File: src/sar_adc_pkg.sv
// constants, register map and types of the converter control block
`default_nettype none
package sar_adc_pkg;
    // bus shape
    localparam int ADDR_W = 8;
    localparam int DATA_W = 32;
    // register byte offsets
    localparam logic [7:0] OFF_CTRL = 8'h00;
    localparam logic [7:0] OFF_SAMPLE = 8'h04;
    localparam logic [7:0] OFF_CONV = 8'h08;
    localparam logic [7:0] OFF_CMD = 8'h0c;
    localparam logic [7:0] OFF_STATUS = 8'h10;
    localparam logic [7:0] OFF_IRQ_STAT = 8'h14;
    localparam logic [7:0] OFF_IRQ_CLR = 8'h18;
    localparam logic [7:0] OFF_IRQ_EN = 8'h1c;
    localparam logic [7:0] OFF_RESULT0 = 8'h20;
    localparam logic [7:0] OFF_LAST = 8'h30;
    // control fields
    localparam int CTRL_W = 12;
    localparam int CTRL_EN = 0;
    localparam int CTRL_MODE = 1;
    localparam int CTRL_SCAN = 3;
    localparam int CTRL_CONT = 4;
    localparam int CTRL_TRIG = 5;
    localparam int CTRL_SRC = 7;
    localparam logic [CTRL_W-1:0] CTRL_RST = 12'h000;
    // command fields
    localparam int CMD_START = 0;
    localparam int CMD_STOP = 1;
    // interrupt status layout
    localparam int IRQ_W = 3;
    localparam int IRQ_CONV_END = 0;
    localparam int IRQ_PASS_END = 1;
    localparam int IRQ_TRIG_LOST = 2;
    // trigger modes
    typedef logic [1:0] trig_mode_t;
    localparam trig_mode_t MODE_SW = 2'h0;
    localparam trig_mode_t MODE_HW_NOWAIT = 2'h1;
    localparam trig_mode_t MODE_HW_WAIT = 2'h2;
    localparam int TRIG_N = 4;
    // conversion source codes
    localparam int SRC_W = 5;
    typedef logic [SRC_W-1:0] src_t;
    localparam src_t SRC_UNUSED_CH = 5'h0d;
    localparam src_t SRC_LAST_CH = 5'h0f;
    localparam src_t SRC_SCAN_TOP = 5'h0c;
    localparam src_t SRC_TEMP = 5'h10;
    localparam src_t SRC_VREF_INT = 5'h11;
    localparam src_t SRC_REF_POS = 5'h12;
    localparam src_t SRC_REF_NEG = 5'h13;
    localparam src_t SRC_GAIN_ZERO = 5'h14;
    localparam src_t SRC_GAIN_ONE = 5'h15;
    // result and scan
    localparam int RES_W = 12;
    localparam int SCAN_N = 4;
    localparam logic [1:0] SCAN_LAST = 2'h3;
    // phase lengths in half converter clocks
    localparam int HALF_W = 8;
    localparam logic [HALF_W-1:0] SAMPLE_HALF_RST = 8'h1b;
    localparam logic [HALF_W-1:0] CONV_HALF_MIN = 8'h3f;
    // core cycles per half converter clock
    localparam logic [3:0] CLK_DIV_HALF = 4'h2;
    // power stabilisation wait
    localparam int CORE_PERIOD_NS = 4;
    localparam int PWR_STAB_NS = 1000;
    localparam int TMR_W = 16;
    localparam logic [TMR_W-1:0] PWR_STAB_CYC =
        TMR_W'((PWR_STAB_NS + CORE_PERIOD_NS - 1) / CORE_PERIOD_NS);
    // sequencer states
    typedef enum logic [3:0] {
        ST_IDLE = 4'b0001,
        ST_PWR = 4'b0010,
        ST_SAMPLE = 4'b0100,
        ST_CONV = 4'b1000
    } state_e;
endpackage
`default_nettype wire

File: src/phase_timer.sv
// down counter that times one phase and pulses when it ends
`default_nettype none
module phase_timer
    import sar_adc_pkg::*;
(
    // clock and reset
    input wire logic core_clk_i,
    input wire logic reset_n_i,
    // control
    input wire logic load_i,
    input wire logic [TMR_W-1:0] value_i,
    input wire logic tick_i,
    // result
    output logic done_o
);
    logic [TMR_W-1:0] count;

    // count ticks, zero length behaves as one
    always_ff @(posedge core_clk_i) begin
        if (!reset_n_i) begin
            count <= '0;
        end else if (load_i) begin
            count <= (value_i == '0) ? TMR_W'(1) : value_i;
        end else if (tick_i && count != '0) begin
            count <= count - TMR_W'(1);
        end
    end

    always_ff @(posedge core_clk_i) begin
        if (!reset_n_i) begin
            done_o <= 1'b0;
        end else begin
            done_o <= !load_i && tick_i && count == TMR_W'(1);
        end
    end
endmodule // phase_timer
`default_nettype wire

File: src/sar_adc_ctrl.sv
// sequencer and register file of the 12-bit converter control
//
// What this block does
// - drives 12-bit converter, sources 0..15 external, index 13 refused in select mode
// - software mode starts only on a software start command
// - hardware no-wait mode starts at once on trigger, power already on
// - hardware wait mode keeps converter unpowered; trigger turns power on
// - after wait-mode trigger, waits power settling then starts by itself
// - select mode routes exactly one chosen source per conversion
// - scan mode converts four consecutive channels from start channel 0..12, higher starts clamped to 12
// - single mode runs one pass then stops
// - continuous mode repeats passes until software stops it
// - sampling length programmable in half clocks, reset 13.5 clocks
// - conversion never shorter than 31.5 converter clocks
// - internal reference and temperature sensor are selectable sources
// - self-test sources: both references, channels, sensor, internal reference
// - either gain amplifier output is a selectable source
//
// The Avalon-MM register port and the register offsets were decided locally.
`default_nettype none
module sar_adc_ctrl
    import sar_adc_pkg::*;
(
    // clock and reset
    input wire logic core_clk_i,
    input wire logic reset_n_i,
    // avalon-mm slave
    input wire logic [sar_adc_pkg::ADDR_W-1:0] address_i,
    input wire logic read_i,
    input wire logic write_i,
    input wire logic [sar_adc_pkg::DATA_W-1:0] writedata_i,
    input wire logic [3:0] byteenable_i,
    output logic [sar_adc_pkg::DATA_W-1:0] readdata_o,
    output logic waitrequest_o,
    // hardware trigger pins
    input wire logic [sar_adc_pkg::TRIG_N-1:0] hw_trig_i,
    // analog core and input multiplexer
    input wire logic [sar_adc_pkg::RES_W-1:0] adc_result_i,
    output logic adc_power_o,
    output logic adc_clk_o,
    output logic adc_sample_o,
    output logic adc_convert_o,
    output logic [sar_adc_pkg::SRC_W-1:0] source_sel_o,
    // interrupt
    output logic irq_o
);
    import sar_adc_pkg::*;

    state_e state;
    state_e next_state;
    logic [CTRL_W-1:0] ctrl;
    logic [HALF_W-1:0] sample_half;
    logic [HALF_W-1:0] conv_half;
    logic [IRQ_W-1:0] irq_stat;
    logic [IRQ_W-1:0] irq_en;
    logic [RES_W-1:0] result [SCAN_N];
    logic [RES_W-1:0] last_result;
    logic [1:0] idx;
    src_t chan;
    logic [TRIG_N-1:0] trig_s1;
    logic [TRIG_N-1:0] trig_s2;
    logic [TRIG_N-1:0] trig_s3;
    logic [TRIG_N-1:0] trig_lvl;
    logic [3:0] div_cnt;
    logic half_tick;

    // configuration views
    logic en;
    trig_mode_t mode;
    logic scan;
    logic cont;
    logic [1:0] trig_sel;
    src_t src;
    src_t scan_base;
    logic cfg_ok;
    logic [HALF_W-1:0] conv_len;

    assign en = ctrl[CTRL_EN];
    assign mode = ctrl[CTRL_MODE +: 2];
    assign scan = ctrl[CTRL_SCAN];
    assign cont = ctrl[CTRL_CONT];
    assign trig_sel = ctrl[CTRL_TRIG +: 2];
    assign src = ctrl[CTRL_SRC +: SRC_W];

    assign scan_base = (src > SRC_SCAN_TOP) ? SRC_SCAN_TOP : src;

    always_comb begin
        if (scan) begin
            cfg_ok = 1'b1;
        end else begin
            cfg_ok = (src != SRC_UNUSED_CH) && (src <= SRC_GAIN_ONE);
        end
    end

    assign conv_len = (conv_half < CONV_HALF_MIN) ? CONV_HALF_MIN : conv_half;

    // bus decode
    logic wr_go;
    logic rd_load;
    logic start_cmd;
    logic stop_cmd;
    logic [DATA_W-1:0] wmask;

    assign wr_go = write_i && !waitrequest_o;
    assign rd_load = read_i && waitrequest_o;
    assign wmask = {{8{byteenable_i[3]}}, {8{byteenable_i[2]}},
                    {8{byteenable_i[1]}}, {8{byteenable_i[0]}}};

    function automatic logic [DATA_W-1:0] merge(input logic [DATA_W-1:0] old_v,
                                                input logic [DATA_W-1:0] new_v,
                                                input logic [DATA_W-1:0] m);
        merge = (old_v & ~m) | (new_v & m);
    endfunction

    assign start_cmd = wr_go && address_i == OFF_CMD && byteenable_i[0]
                       && writedata_i[CMD_START];
    assign stop_cmd = wr_go && address_i == OFF_CMD && byteenable_i[0]
                      && writedata_i[CMD_STOP];

    // one wait cycle per access
    always_ff @(posedge core_clk_i) begin
        if (!reset_n_i) begin
            waitrequest_o <= 1'b1;
        end else begin
            waitrequest_o <= !((read_i || write_i) && waitrequest_o);
        end
    end

    // writable registers
    always_ff @(posedge core_clk_i) begin
        if (!reset_n_i) begin
            ctrl <= CTRL_RST;
            sample_half <= SAMPLE_HALF_RST;
            conv_half <= CONV_HALF_MIN;
            irq_en <= '0;
        end else if (wr_go) begin
            unique case (address_i)
                OFF_CTRL: ctrl <= CTRL_W'(merge(DATA_W'(ctrl), writedata_i, wmask));
                OFF_SAMPLE: sample_half <= HALF_W'(merge(DATA_W'(sample_half), writedata_i, wmask));
                OFF_CONV: conv_half <= HALF_W'(merge(DATA_W'(conv_half), writedata_i, wmask));
                OFF_IRQ_EN: irq_en <= IRQ_W'(merge(DATA_W'(irq_en), writedata_i, wmask));
                default: begin
                end
            endcase
        end
    end

    // read data, unmapped reads zero
    always_ff @(posedge core_clk_i) begin
        if (!reset_n_i) begin
            readdata_o <= '0;
        end else if (rd_load) begin
            readdata_o <= '0;
            unique case (address_i)
                OFF_CTRL: readdata_o <= DATA_W'(ctrl);
                OFF_SAMPLE: readdata_o <= DATA_W'(sample_half);
                OFF_CONV: readdata_o <= DATA_W'(conv_half);
                OFF_STATUS: readdata_o <= DATA_W'({chan, idx, !cfg_ok, state, adc_power_o});
                OFF_IRQ_STAT: readdata_o <= DATA_W'(irq_stat);
                OFF_IRQ_EN: readdata_o <= DATA_W'(irq_en);
                OFF_LAST: readdata_o <= DATA_W'(last_result);
                default: begin
                    if (address_i[7:4] == OFF_RESULT0[7:4] && address_i[1:0] == 2'h0) begin
                        readdata_o <= DATA_W'(result[address_i[3:2]]);
                    end
                end
            endcase
        end
    end

    // trigger pin synchronisers
    always_ff @(posedge core_clk_i) begin
        if (!reset_n_i) begin
            trig_s1 <= '0;
            trig_s2 <= '0;
            trig_s3 <= '0;
        end else begin
            trig_s1 <= hw_trig_i;
            trig_s2 <= trig_s1;
            trig_s3 <= trig_s2;
        end
    end

    // level changes once two stages agree
    always_ff @(posedge core_clk_i) begin
        if (!reset_n_i) begin
            trig_lvl <= '0;
        end else begin
            for (int i = 0; i < TRIG_N; i++) begin
                if (trig_s2[i] == trig_s3[i]) begin
                    trig_lvl[i] <= trig_s3[i];
                end
            end
        end
    end

    logic hw_event;
    assign hw_event = trig_s2[trig_sel] && trig_s3[trig_sel] && !trig_lvl[trig_sel]
                      && mode != MODE_SW;

    // sequencer timing
    logic phase_load;
    logic [TMR_W-1:0] phase_val;
    logic phase_done;
    logic pwr_load;
    logic pwr_done;
    logic begin_pass;
    logic conv_end;
    logic pass_end;
    logic abort;

    assign abort = stop_cmd || !en;
    assign conv_end = (state == ST_CONV) && phase_done && !abort;
    assign pass_end = conv_end && (!scan || idx == SCAN_LAST);

    always_comb begin
        next_state = state;
        begin_pass = 1'b0;
        pwr_load = 1'b0;
        phase_load = 1'b0;
        phase_val = TMR_W'(sample_half);
        unique case (state)
            ST_IDLE: begin
                if (en && cfg_ok) begin
                    if (mode == MODE_SW && start_cmd) begin
                        begin_pass = 1'b1;
                    end
                    if (mode == MODE_HW_NOWAIT && hw_event) begin
                        begin_pass = 1'b1;
                    end
                    if (mode == MODE_HW_WAIT && hw_event) begin
                        pwr_load = 1'b1;
                        next_state = ST_PWR;
                    end
                end
            end
            ST_PWR: begin
                if (pwr_done) begin
                    begin_pass = 1'b1;
                end
            end
            ST_SAMPLE: begin
                if (phase_done) begin
                    phase_load = 1'b1;
                    phase_val = TMR_W'(conv_len);
                    next_state = ST_CONV;
                end
            end
            ST_CONV: begin
                if (conv_end) begin
                    if (pass_end && !cont) begin
                        next_state = ST_IDLE;
                    end else begin
                        phase_load = 1'b1;
                        next_state = ST_SAMPLE;
                    end
                end
            end
        endcase
        if (begin_pass) begin
            phase_load = 1'b1;
            next_state = ST_SAMPLE;
        end
        if (abort) begin
            next_state = ST_IDLE;
            begin_pass = 1'b0;
            phase_load = 1'b0;
            pwr_load = 1'b0;
        end
    end

    always_ff @(posedge core_clk_i) begin
        if (!reset_n_i) begin
            state <= ST_IDLE;
        end else begin
            state <= next_state;
        end
    end

    // half converter clock enable, restarted with each phase
    always_ff @(posedge core_clk_i) begin
        if (!reset_n_i || phase_load) begin
            div_cnt <= '0;
            half_tick <= 1'b0;
        end else if (div_cnt == CLK_DIV_HALF - 4'h1) begin
            div_cnt <= '0;
            half_tick <= 1'b1;
        end else begin
            div_cnt <= div_cnt + 4'h1;
            half_tick <= 1'b0;
        end
    end

    phase_timer u_phase (
        .core_clk_i(core_clk_i),
        .reset_n_i(reset_n_i),
        .load_i(phase_load),
        .value_i(phase_val),
        .tick_i(half_tick),
        .done_o(phase_done)
    );

    phase_timer u_power (
        .core_clk_i(core_clk_i),
        .reset_n_i(reset_n_i),
        .load_i(pwr_load),
        .value_i(PWR_STAB_CYC),
        .tick_i(1'b1),
        .done_o(pwr_done)
    );

    // channel pointer
    always_ff @(posedge core_clk_i) begin
        if (!reset_n_i) begin
            idx <= '0;
            chan <= '0;
        end else if (begin_pass || (conv_end && pass_end)) begin
            idx <= '0;
            chan <= scan ? scan_base : src;
        end else if (conv_end) begin
            idx <= idx + 2'h1;
            chan <= chan + src_t'(1);
        end
    end

    always_ff @(posedge core_clk_i) begin
        if (!reset_n_i) begin
            for (int i = 0; i < SCAN_N; i++) begin
                result[i] <= '0;
            end
            last_result <= '0;
        end else if (conv_end) begin
            result[idx] <= adc_result_i;
            last_result <= adc_result_i;
        end
    end

    // sticky events, set wins over clear
    logic [IRQ_W-1:0] irq_set;
    logic [IRQ_W-1:0] irq_clr;

    always_comb begin
        irq_set = '0;
        irq_set[IRQ_CONV_END] = conv_end;
        irq_set[IRQ_PASS_END] = pass_end;
        irq_set[IRQ_TRIG_LOST] = hw_event && en && state != ST_IDLE;
        irq_clr = '0;
        if (wr_go && address_i == OFF_IRQ_CLR) begin
            irq_clr = IRQ_W'(writedata_i & wmask);
        end
    end

    always_ff @(posedge core_clk_i) begin
        if (!reset_n_i) begin
            irq_stat <= '0;
        end else begin
            irq_stat <= (irq_stat & ~irq_clr) | irq_set;
        end
    end

    always_ff @(posedge core_clk_i) begin
        if (!reset_n_i) begin
            irq_o <= 1'b0;
        end else begin
            irq_o <= |(irq_stat & irq_en);
        end
    end

    // analog side outputs
    always_ff @(posedge core_clk_i) begin
        if (!reset_n_i) begin
            adc_power_o <= 1'b0;
            adc_sample_o <= 1'b0;
            adc_convert_o <= 1'b0;
            source_sel_o <= '0;
        end else begin
            adc_power_o <= en && (mode != MODE_HW_WAIT || next_state != ST_IDLE);
            adc_sample_o <= next_state == ST_SAMPLE;
            adc_convert_o <= next_state == ST_CONV;
            source_sel_o <= (begin_pass || (conv_end && pass_end))
                            ? (scan ? scan_base : src)
                            : (conv_end ? chan + src_t'(1) : chan);
        end
    end

    // converter clock toggles each half period while busy
    always_ff @(posedge core_clk_i) begin
        if (!reset_n_i) begin
            adc_clk_o <= 1'b0;
        end else if (state == ST_IDLE || state == ST_PWR) begin
            adc_clk_o <= 1'b0;
        end else if (half_tick) begin
            adc_clk_o <= !adc_clk_o;
        end
    end
endmodule // sar_adc_ctrl
`default_nettype wire

File: config.mk
export PLATFORM = sky130hd
export DESIGN_NAME = sar_adc_ctrl
export DESIGN_NICKNAME = d
export VERILOG_FILES = /design/src/sar_adc_pkg.sv /design/src/phase_timer.sv /design/src/sar_adc_ctrl.sv
export SDC_FILE = /design/constraint.sdc
export NUM_CORES = 1
export LEC_CHECK = 0
export BUFFER_PORTS_ARGS = -buffer_cell sky130_fd_sc_hd__clkbuf_2
export CAP_MARGIN = 15
export CORE_UTILIZATION = 55
export DETAILED_ROUTE_END_ITERATION = 10
export PLACE_DENSITY_LB_ADDON = 0.12
export SLEW_MARGIN = 20
export SYNTH_ARGS = -nofsm -noshare
export SYNTH_HDL_FRONTEND = slang
export SYNTH_SLANG_ARGS = --single-unit
File: constraint.sdc
create_clock -name core_clk_i -period 4.3 [get_ports core_clk_i]
set_input_delay 0.43 -clock core_clk_i [delete_from_list [all_inputs] [get_ports core_clk_i]]
set_output_delay 0.43 -clock core_clk_i [all_outputs]
set_load 0.02 [all_outputs]
## Word level (Yosys, flattened, before mapping)

Memories as Yosys holds them, arrays and structs flattened.
Cells that the tools add are included.

- Muxes and demuxes: 54
- Add/subtract/negate cells: 5
- Order comparisons: 4
- Reductions and logical operators: 68
- Equality and inequality tests: 29
- Bitwise logic cells: 15

Operators by type and width:

| cell | count |
|---|---|
| $pmux W13 S7 | 1 |
| $mux W8 | 6 |
| $eq A16 B1 Y1 const B | 2 |
| $eq A8 B5 Y1 const B | 4 |
| $mux W16 | 2 |
| $reduce_bool A16 Y1 | 2 |
| $sub A16 B1 Y16 const B | 2 |
| $logic_and A1 B1 Y1 | 29 |
| $and A12 B12 Y12 | 2 |
| $mux W1 | 24 |
| $mux W12 | 2 |
| $mux W4 | 6 |
| $mux W5 | 4 |
| $and A8 B8 Y8 | 2 |
| $eq A8 B4 Y1 const B | 2 |
| $logic_not A16 Y1 | 1 |
| $or A8 B8 Y8 | 2 |
| $logic_not A1 Y1 | 12 |
| $not A12 Y12 | 1 |
| $or A12 B12 Y12 | 1 |
| $pmux W4 S3 | 1 |
| $reduce_or A12 Y1 | 1 |
| $and A3 B3 Y3 | 3 |
| $eq A4 B1 Y1 const B | 2 |
| 32 further kinds | 61 |

- Logic and storage cells: 206
- Memories: 1
- Bits in writable memories: 48
- Bits in registers: 150

Memories:

| memory | depth | width | read ports | clocked after Yosys merged registers in | write ports | RTL line | RTL |
|---|---|---|---|---|---|---|---|
| result | 4 | 12 | 1 | 0 | 4 | sar_adc_ctrl.sv:56 | `logic [RES_W-1:0] result [SCAN_N];` |

## Longest topological paths before layout

Gate-level depths: netlist (run 1).

- Depth in word-level cells: 18
- Depth in mapped cells: 10
- Depth with buffers taken out: 8

## By module

A second synthesis (run 1) with hierarchy kept.

- Cell total of the unflattened synthesis: 972
- Area total of the unflattened synthesis: 9,171.3 µm²

Modules (own cells, without submodules):

| module | times used | cells each | area an instance (µm²) |
|---|---|---|---|
| sar_adc_ctrl | 1 | 688 | 6,880.3 |
| phase_timer (u_power) | 1 | 145 | 1,154.9 |
| phase_timer (u_phase) | 1 | 139 | 1,136.1 |

## Worst setup path after synthesis (run 1)

OpenSTA, ideal clock, no wires.

- Kind: register to register
- From: reg waitrequest_o
- To: mem result[3][0] (enable)
- Data required time: 3.902 ns
- Setup slack: 1.480 ns
- Stages on the path, launching flop included: 8
- Library setup time: 0.398 ns
- Arrival time: 2.422 ns
- Path through: dfxtp_1 -> nand4b_1 -> nor4_1 -> nor2b_1 -> buf_2 -> nand3_1 -> buf_2 -> o21ai_0

RTL lines:

| item | RTL line | RTL |
|---|---|---|
| from (decl) | sar_adc_ctrl.sv:34 | `output logic waitrequest_o,` |
| from (signal assigned) | sar_adc_ctrl.sv:125 | `waitrequest_o <= !((read_i \|\| write_i) && waitrequest_o);` |
| to (decl) | sar_adc_ctrl.sv:56 |  |

==> results of run 1 <==
==> kinds of logic (layout without fill, tap and decap cells) <==
| logic type | Yosys count | in the layout | share of synthesized area (%) |
|---|---|---|---|
| compound gates | 179 | 179 | 13.91 |
| xor+xnor | 26 | 26 | 2.746 |
| fa+ha+maj | 8 | 8 | 1.207 |
| buf+inv | 80 | 125 | 4.662 |
| flops | 179 | 179 | 49.00 |
| mux | 41 | 41 | 6.789 |
| other cells | 1 | 19 | 0.04522 |
| simple gates | 355 | 355 | 21.64 |
==> placed cells by master, fill, tap and decap left out, types with 4 or more instances in the layout <==
cell type,instances
sky130_fd_sc_hd__a211oi_1,11
sky130_fd_sc_hd__a21oi_1,61
sky130_fd_sc_hd__a221oi_1,4
sky130_fd_sc_hd__a222oi_1,7
sky130_fd_sc_hd__a22o_1,8
sky130_fd_sc_hd__a22oi_1,10
sky130_fd_sc_hd__a31oi_1,10
sky130_fd_sc_hd__and2_1,54
sky130_fd_sc_hd__and3_1,13
sky130_fd_sc_hd__buf_4,12
sky130_fd_sc_hd__clkbuf_16,18
sky130_fd_sc_hd__clkbuf_2,65
sky130_fd_sc_hd__clkinv_4,6
sky130_fd_sc_hd__conb_1,19
sky130_fd_sc_hd__dfxtp_1,131
sky130_fd_sc_hd__edfxtp_1,48
sky130_fd_sc_hd__ha_1,8
sky130_fd_sc_hd__inv_1,15
sky130_fd_sc_hd__mux2i_1,27
sky130_fd_sc_hd__mux4_2,12
sky130_fd_sc_hd__nand2_1,96
sky130_fd_sc_hd__nand2b_1,7
sky130_fd_sc_hd__nand3_1,25
sky130_fd_sc_hd__nor2_1,81
sky130_fd_sc_hd__nor2b_1,8
sky130_fd_sc_hd__nor3_1,22
sky130_fd_sc_hd__nor4_1,11
sky130_fd_sc_hd__nor4_2,4
sky130_fd_sc_hd__o21ai_0,38
sky130_fd_sc_hd__o31ai_1,5
sky130_fd_sc_hd__or3_1,5
sky130_fd_sc_hd__or4_1,8
sky130_fd_sc_hd__xnor2_1,16
sky130_fd_sc_hd__xor2_1,10
==> metal layers <==
layer	track usage [%]	vias up	share of wire, %
met4	13.07	0	2.7
met3	5.326	42	5.5
met1	34.13	3251	42
met2	47.62	239	50
met5	0	-	0
li1	-	3187	-
==> path summary, 6_finish.rpt <==
check	start	to	slack, ns	cells after the start
worst max-delay path	waitrequest_o$_SDFF_PN1_	result[1][1]$_SDFFCE_PN0P_	1.29	8
worst min-delay path	hw_trig_i[2]	trig_s1[2]$_SDFF_PN0_	0.19	2
worst max register to register	waitrequest_o$_SDFF_PN1_	result[1][1]$_SDFFCE_PN0P_	1.29	8
worst min register to register	trig_s1[0]$_SDFF_PN0_	trig_s2[0]$_SDFF_PN0_	0.45	1
==> worst max-delay path, stage by stage, from the launching register on <==
cell and delay [ns]:
sky130_fd_sc_hd__dfxtp_1 0.35, sky130_fd_sc_hd__nand4b_1 0.45, sky130_fd_sc_hd__nor4_1 0.51, sky130_fd_sc_hd__nand2b_2 0.31
sky130_fd_sc_hd__nor2_2 0.06, sky130_fd_sc_hd__nand2_1 0.16, sky130_fd_sc_hd__nor3b_1 0.08, sky130_fd_sc_hd__buf_4 0.20
sky130_fd_sc_hd__nand2b_1 0.48
==> power groups by stage <==
stage / sequential [mW] / clock (mW) / combinational (mW)
after floorplan: 2.04 / 0 / 0.868
after global placement: 2.05 / 0 / 1.04
after global routing: 2.06 / 1.54 / 1.26
after detailed placement: 2.07 / 0 / 1.10
final: 2.03 / 1.46 / 1.10
after CTS: 2.03 / 1.48 / 1.11
==> area by class of cell <==
type                            instances  share of cell area (%)
Sequential cell                       179                   43.98
Clock buffer                           19                   4.915
Multi-Input combinational cell        628                   42.34
Inverter                               16                  0.6635
Timing Repair Buffer                   77                   4.496
Tap cell                              184                   2.492
Clock inverter                         13                   1.110
==> metrics.log, run 1 <==
INFO  metric status = complete, but fails checks
INFO  metric violations_in_the_final_reports = design-rule violations
INFO  metric drt_iter0_drc = 555
INFO  metric placed_wire_length_estimate = 14.12 mm
INFO  metric ys_seq_elements = 179
INFO  metric synth_area_per_inst = 9.543 sq um
INFO  metric pwr-share-comb = 24.0%
INFO  metric clock_power_share = 31.7%
INFO  metric syn_inst = 869
INFO  metric power.density = 497.2 mW/mm^2
INFO  metric end_kind = flop
INFO  metric timing.fmax = 332.4 MHz
INFO  metric io_buffer_count = 65
INFO  metric proportion_of_total_power_due_to_net_switching = 32.44%
INFO  metric regArea = 0.004064 sq mm
INFO  metric maxSlewHeadroom = 31.77%
INFO  metric worstSkewPairLatency = 0.45 ns
INFO  metric data_required_time_of_the_critical_path = 4.34 ns
INFO  metric synth_enable_flop_cells = 48
INFO  metric wirelength = 20.60 mm
INFO  metric finalPower = 4.594 mW
INFO  metric finalCoreUtilization = 63.10%
INFO  metric drt_pre_antenna_iters = 9
INFO  metric setup_tns = 0 ns
INFO  metric clock_path_buffers = 2
INFO  metric cap_violations = 0
INFO  metric netlist.top_cell.by_area = sky130_fd_sc_hd__dfxtp_1
INFO  metric numClockSinks = 179
INFO  metric layoutNonFillerInstCount = 1116
INFO  metric criticalPathCategory = flop to flop
INFO  metric whs = 0.1892 ns
INFO  metric finish.net_count = 991
INFO  metric layout-area-overhead-vs-synth = 11.42%
INFO  metric global_route.overflow_total = 0
INFO  metric rsz0062_at_grt = false
INFO  metric layout-drive-gt1-share = 15.24%
INFO  metric final-setup-viol-count = 0
INFO  metric vias = 6719
INFO  metric power_switching = 1.490 mW
INFO  metric report.final.hold_viol_count = 0
INFO  metric crit_arrival = 3.05 ns
INFO  metric crit_path_max_fanout = 13
INFO  metric layout_min_cycle_time = 3.008 ns
INFO  metric first_global_vias = 6686
INFO  metric floorplan.die_area = 0.01557 sq mm
INFO  metric tritoncts_clock_tree = yes
INFO  metric synthFlopType = sky130_fd_sc_hd__dfxtp_1
INFO  metric synth_top_area_share = 31.62%
INFO  metric grt_first_pass_wirelength = 33.73 mm
INFO  metric post-route-cell-area = 0.009240 sq mm
INFO  metric globalRouteTotalUtil = 27.95%
INFO  metric clock_pin_slew_of_the_registers_on_the_worst_case_setup_and_hold_paths = 0.07 ns
INFO  metric smallest_setup_slack_after_layout = 1.292 ns
INFO  metric post_drt_wl_per_cell = 18.46 um
INFO  metric power.static_leakage = 3.577 nW
INFO  metric io_pins = 107
INFO  metric post-cts-setup-buffer-count = 0
INFO  metric hold_buffers = 0
INFO  metric initial_antenna_violation_count = 0
INFO  metric asyncSetResetFlopFracSynth = 0%
INFO  metric yosys_warnings = 0
INFO  metric place.detailed.instances = 1084
INFO  metric placeableCoreArea = 0.01464 sq mm
INFO  metric cts_root_buf = sky130_fd_sc_hd__clkbuf_16
INFO  metric placed_cell_area = 0.008682 sq mm
INFO  metric post_cts_resize_count = 0
INFO  metric synth.most_common_cell = sky130_fd_sc_hd__dfxtp_1
INFO  metric final-max-slew-violation-count = 0
INFO  metric multi_input_combinational_cell_area = 0.003913 sq mm
INFO  metric worst-slew-pin-transition = 1.018 ns
INFO  metric part_of_the_total_power_dissipated_in_sequential_elements = 44.2%
INFO  metric irDropWorstVdd = 0.0003049 V
INFO  metric timing.clock.skew = 0.01188 ns
INFO  metric start_util = 56.63%
INFO  metric core_rows = 44
INFO  metric drt_drc_violations_left = 10
INFO  metric largest_net_degree_at_the_start_of_global_routing = 62
INFO  metric die_h = 124.8 um
INFO  metric place_worst_setup_slack = 0.9382 ns
INFO  metric gp_routability_congestion = 0.8796
INFO  metric cp-start-kind = flop
INFO  metric syn-cell-area = 0.008293 sq mm
INFO  metric synthDistinctLibCells = 69
INFO  metric final.fill_count = 1241
INFO  metric cts-buffers-inserted = 17
INFO  metric synth_commonest_cells = 131 x sky130_fd_sc_hd__dfxtp_1, 96 x sky130_fd_sc_hd__nand2_1, 82 x sky130_fd_sc_hd__nor2_1, 61 x sky130_fd_sc_hd__a21oi_1, 54 x sky130_fd_sc_hd__and2_1
INFO  metric internal_power = 3.104 mW
INFO  metric hold_path_class = input port to flop
INFO  metric htreeDepth = 4
INFO  metric drt-vias-per-instance = 6.021
INFO  metric ys_seq_area_share = 49.00%
INFO  metric die_x = 124.8 um
INFO  metric antenna_left = 0
INFO  metric num_antenna_cells = 0
INFO  metric share_of_the_cycle_needed_by_the_critical_path_after_routing = 69.96%
INFO  metric synth_area_leaders = sky130_fd_sc_hd__dfxtp_1 32%, sky130_fd_sc_hd__edfxtp_1 17%, sky130_fd_sc_hd__nand2_1 4.3%
Note: power is estimated with default switching activity, not from simulation.
==> inputs of run 2 (changes only) <==
ABC_AREA = 1   (was not set)
clock period = 3.1 ns   (was 4.3 ns; I/O delays follow)
==> metrics.log, run 2 <==
INFO  metric status = complete, but fails checks
INFO  metric violations_in_the_final_reports = design-rule violations
INFO  metric maxSlewHeadroom = 60.13% (+28 points)
INFO  metric timing.fmax = 433.8 MHz (+30%)
INFO  metric io_pins = 107 (unchanged)
INFO  metric antenna_left = 0 (unchanged)
INFO  metric layout_min_cycle_time = 2.305 ns (-0.7029 ns)
INFO  metric layoutNonFillerInstCount = 1329 (+19%)
INFO  metric netlist.top_cell.by_area = sky130_fd_sc_hd__dfxtp_1
INFO  metric synthFlopType = sky130_fd_sc_hd__dfxtp_1
INFO  metric drt_drc_violations_left = 2 (-8)
INFO  metric yosys_warnings = 0 (unchanged)
INFO  metric drt_pre_antenna_iters = 10 (+1)
INFO  metric post-cts-setup-buffer-count = 0 (unchanged)
INFO  metric layout.cells.most_common = sky130_fd_sc_hd__nand2_1
INFO  metric synth_top_area_share = 31.36% (-0.26 points)
INFO  metric synth_commonest_cells = 187 x sky130_fd_sc_hd__nand2_1, 155 x sky130_fd_sc_hd__nor2_1, 153 x sky130_fd_sc_hd__inv_1, 131 x sky130_fd_sc_hd__dfxtp_1, 55 x sky130_fd_sc_hd__a21oi_1
INFO  metric floorplan.die_area = 0.01570 sq mm (+0.84%)
INFO  metric placed_wire_length_estimate = 14.61 mm (+3.4%)
INFO  metric place.detailed.instances = 1297 (+20%)
INFO  metric setup_tns = 0 ns (unchanged)
INFO  metric synth.most_common_cell = sky130_fd_sc_hd__nand2_1
INFO  metric gp_routability_congestion = 0.9595 (+9.1%)
INFO  metric synth_area_per_inst = 7.867 sq um (-18%)
INFO  metric final-setup-viol-count = 0 (unchanged)
INFO  metric initial_antenna_violation_count = 0 (unchanged)
INFO  metric worstSkewPairLatency = 0.43 ns (-0.02 ns)
INFO  metric io_buffer_count = 65 (unchanged)
INFO  metric numClockSinks = 179 (unchanged)
INFO  metric clock_pin_slew_of_the_registers_on_the_worst_case_setup_and_hold_paths = 0.07 ns (about the same)
INFO  metric power.static_leakage = 4.239 nW (+19%)
INFO  metric synth_enable_flop_cells = 48 (unchanged)
INFO  metric vias = 7199 (+7.1%)
INFO  metric crit_path_max_fanout = 14 (+1)
INFO  metric placeableCoreArea = 0.01470 sq mm (+0.38%)
INFO  metric irDropWorstVdd = 0.0004227 V (+39%)
INFO  metric cts-buffers-inserted = 17 (unchanged)
INFO  metric whs = 0.05433 ns (-0.1349 ns)
INFO  metric synth_area_leaders = sky130_fd_sc_hd__dfxtp_1 31%, sky130_fd_sc_hd__edfxtp_1 17%, sky130_fd_sc_hd__nand2_1 8.4%
INFO  metric post_cts_resize_count = 0 (unchanged)
INFO  metric cts_root_buf = sky130_fd_sc_hd__clkbuf_16
INFO  metric layout-area-overhead-vs-synth = 11.85%
INFO  metric worst-slew-pin-transition = 0.5974 ns (-0.4205 ns)
INFO  metric num_antenna_cells = 0 (unchanged)
INFO  metric power.density = 662.7 mW/mm^2 (+33%)
INFO  metric timing.clock.skew = 0.006631 ns (-0.005252 ns)
INFO  metric global_route.overflow_total = 0 (unchanged)
INFO  metric post_drt_wl_per_cell = 15.17 um (-18%)
INFO  metric first_global_vias = 6815 (+1.9%)
INFO  metric share_of_the_cycle_needed_by_the_critical_path_after_routing = 74.36% (+4.4 points)
INFO  metric tritoncts_clock_tree = yes
INFO  metric syn-cell-area = 0.008363 sq mm (+0.84%)
INFO  metric synthDistinctLibCells = 42 (-39%)
INFO  metric final-max-slew-violation-count = 0 (unchanged)
INFO  metric end_kind = flop
INFO  metric asyncSetResetFlopFracSynth = 0% (unchanged)
INFO  metric finish.net_count = 1204 (+21%)
INFO  metric die_x = 125.3 um (+0.42%)
INFO  metric ys_seq_elements = 179 (unchanged)
INFO  metric ys_seq_area_share = 48.59% (-0.41 points)
INFO  metric core_rows = 44 (unchanged)
INFO  metric cap_violations = 0 (unchanged)
INFO  metric criticalPathCategory = flop to flop
INFO  metric hold_path_class = input port to flop
INFO  metric drt_iter0_drc = 594 (+7.0%)
INFO  metric die_h = 125.3 um (+0.42%)
INFO  metric clock_path_buffers = 2 (unchanged)
INFO  metric wirelength = 20.16 mm (-2.2%)
INFO  metric grt_first_pass_wirelength = 33.29 mm (-1.3%)
INFO  metric globalRouteTotalUtil = 26.95% (-1.0 points)
INFO  metric rsz0062_at_grt = false
INFO  metric start_util = 56.89% (+0.26 points)
INFO  metric cp-start-kind = flop
INFO  metric hold_buffers = 0 (unchanged)
INFO  metric commonest_cells_after_routing_fill_and_taps_aside = 187 x sky130_fd_sc_hd__nand2_1, 155 x sky130_fd_sc_hd__nor2_1, 153 x sky130_fd_sc_hd__inv_1
INFO  metric layout-drive-gt1-share = 11.88% (-3.4 points)
INFO  metric largest_net_degree_at_the_start_of_global_routing = 45 (-27%)
INFO  metric crit_arrival = 2.66 ns (-0.39 ns)
INFO  metric drt-vias-per-instance = 5.417 (-10%)
INFO  metric htreeDepth = 4 (unchanged)
INFO  metric report.final.hold_viol_count = 0 (unchanged)
INFO  metric data_required_time_of_the_critical_path = 3.45 ns (-0.89 ns)
INFO  metric syn_inst = 1063 (+22%)
run 2: cell count changes in the layout (fill, tap and decap cells not counted), moves of 12 or more:
cell / before / now
sky130_fd_sc_hd__o22ai_1: 1 / 21
sky130_fd_sc_hd__o21ai_0: 38 / 52
sky130_fd_sc_hd__nand3_1: 25 / 38
sky130_fd_sc_hd__a22oi_1: 10 / 24
sky130_fd_sc_hd__mux4_2: 12 / 0
sky130_fd_sc_hd__nor2_1: 81 / 155
sky130_fd_sc_hd__nand2_1: 96 / 187
sky130_fd_sc_hd__o211ai_1: 1 / 19
sky130_fd_sc_hd__and3_1: 13 / 0
sky130_fd_sc_hd__inv_1: 15 / 153
sky130_fd_sc_hd__nand4_1: 3 / 18
sky130_fd_sc_hd__mux2i_1: 27 / 0
sky130_fd_sc_hd__and2_1: 54 / 0
run 2: metal layers:
metal	wire (um)	track usage (%)
met5	0	0
met3	1284	6.162
met2	9304	43.71
met4	337	8.895
met1	9231	35.65
run 2: where the power goes:
part	internal, mW	switching (mW)	leakage, nW	total [mW]
combinational	0.558	0.866	2.47	1.42
sequential	2.63	0.189	1.52	2.82
clock	1.03	0.930	0.251	1.96
total	4.21	1.98	4.24	6.20
run 2: worst paths after layout:
| kind | start | to | slack, ns | cells after the start |
|---|---|---|---|---|
| max reg2reg | waitrequest_o$_SDFF_PN1_ | u_phase.done_o$_SDFF_PN0_ | 0.79 | 11 |
| min reg2reg | trig_s1[0]$_SDFF_PN0_ | trig_s2[0]$_SDFF_PN0_ | 0.41 | 2 |
| max | waitrequest_o$_SDFF_PN1_ | u_phase.done_o$_SDFF_PN0_ | 0.79 | 11 |
| min | hw_trig_i[0] | trig_s1[0]$_SDFF_PN0_ | 0.05 | 3 |
run 2: stage by stage:
stage	total power, mW	area [sq um]	utilization [%]	setup WS (ns)
2_1_floorplan	4.008	8431	-	1.010
3_3_place_gp	4.261	8818	59.99	0.7707
3_5_place_dp	4.278	8818	59.99	0.7161
4_1_cts	6.236	9354	63.64	0.8168
5_1_grt	6.570	9354	63.64	0.5529
6_report	6.199	9354	63.64	0.7948
run 2: layout make-up:
type / count / area [sq um]
clock inverter: 15 / 110.1
multi-input combinational: 697 / 3505
fill: 1321 / 5345
timing repair buffer: 78 / 422.9
clock buffer: 17 / 425.4
tap: 184 / 230.2
inverter: 159 / 596.8
sequential: 179 / 4064
run 2: critical path, stage by stage, from the launching register on:
cell,delay [ns]
sky130_fd_sc_hd__dfxtp_1,0.33
sky130_fd_sc_hd__inv_1,0.11
sky130_fd_sc_hd__nand2_1,0.08
sky130_fd_sc_hd__nor2_1,0.28
sky130_fd_sc_hd__nand3_1,0.20
sky130_fd_sc_hd__nand2_1,0.17
sky130_fd_sc_hd__inv_2,0.08
sky130_fd_sc_hd__nand2_2,0.25
sky130_fd_sc_hd__nand2_2,0.24
sky130_fd_sc_hd__inv_2,0.15
sky130_fd_sc_hd__nand2_2,0.13
sky130_fd_sc_hd__nor3_1,0.18
run 2: kinds of logic after synthesis:
logic type      after synthesis  synth area share (%)
compound gates              204                 14.87
xor+xnor                     24                 2.513
fa+ha+maj                     8                 1.197
buf+inv                     205                 10.31
flops                       179                 48.59
other cells                   1               0.04484
simple gates                442                 22.47
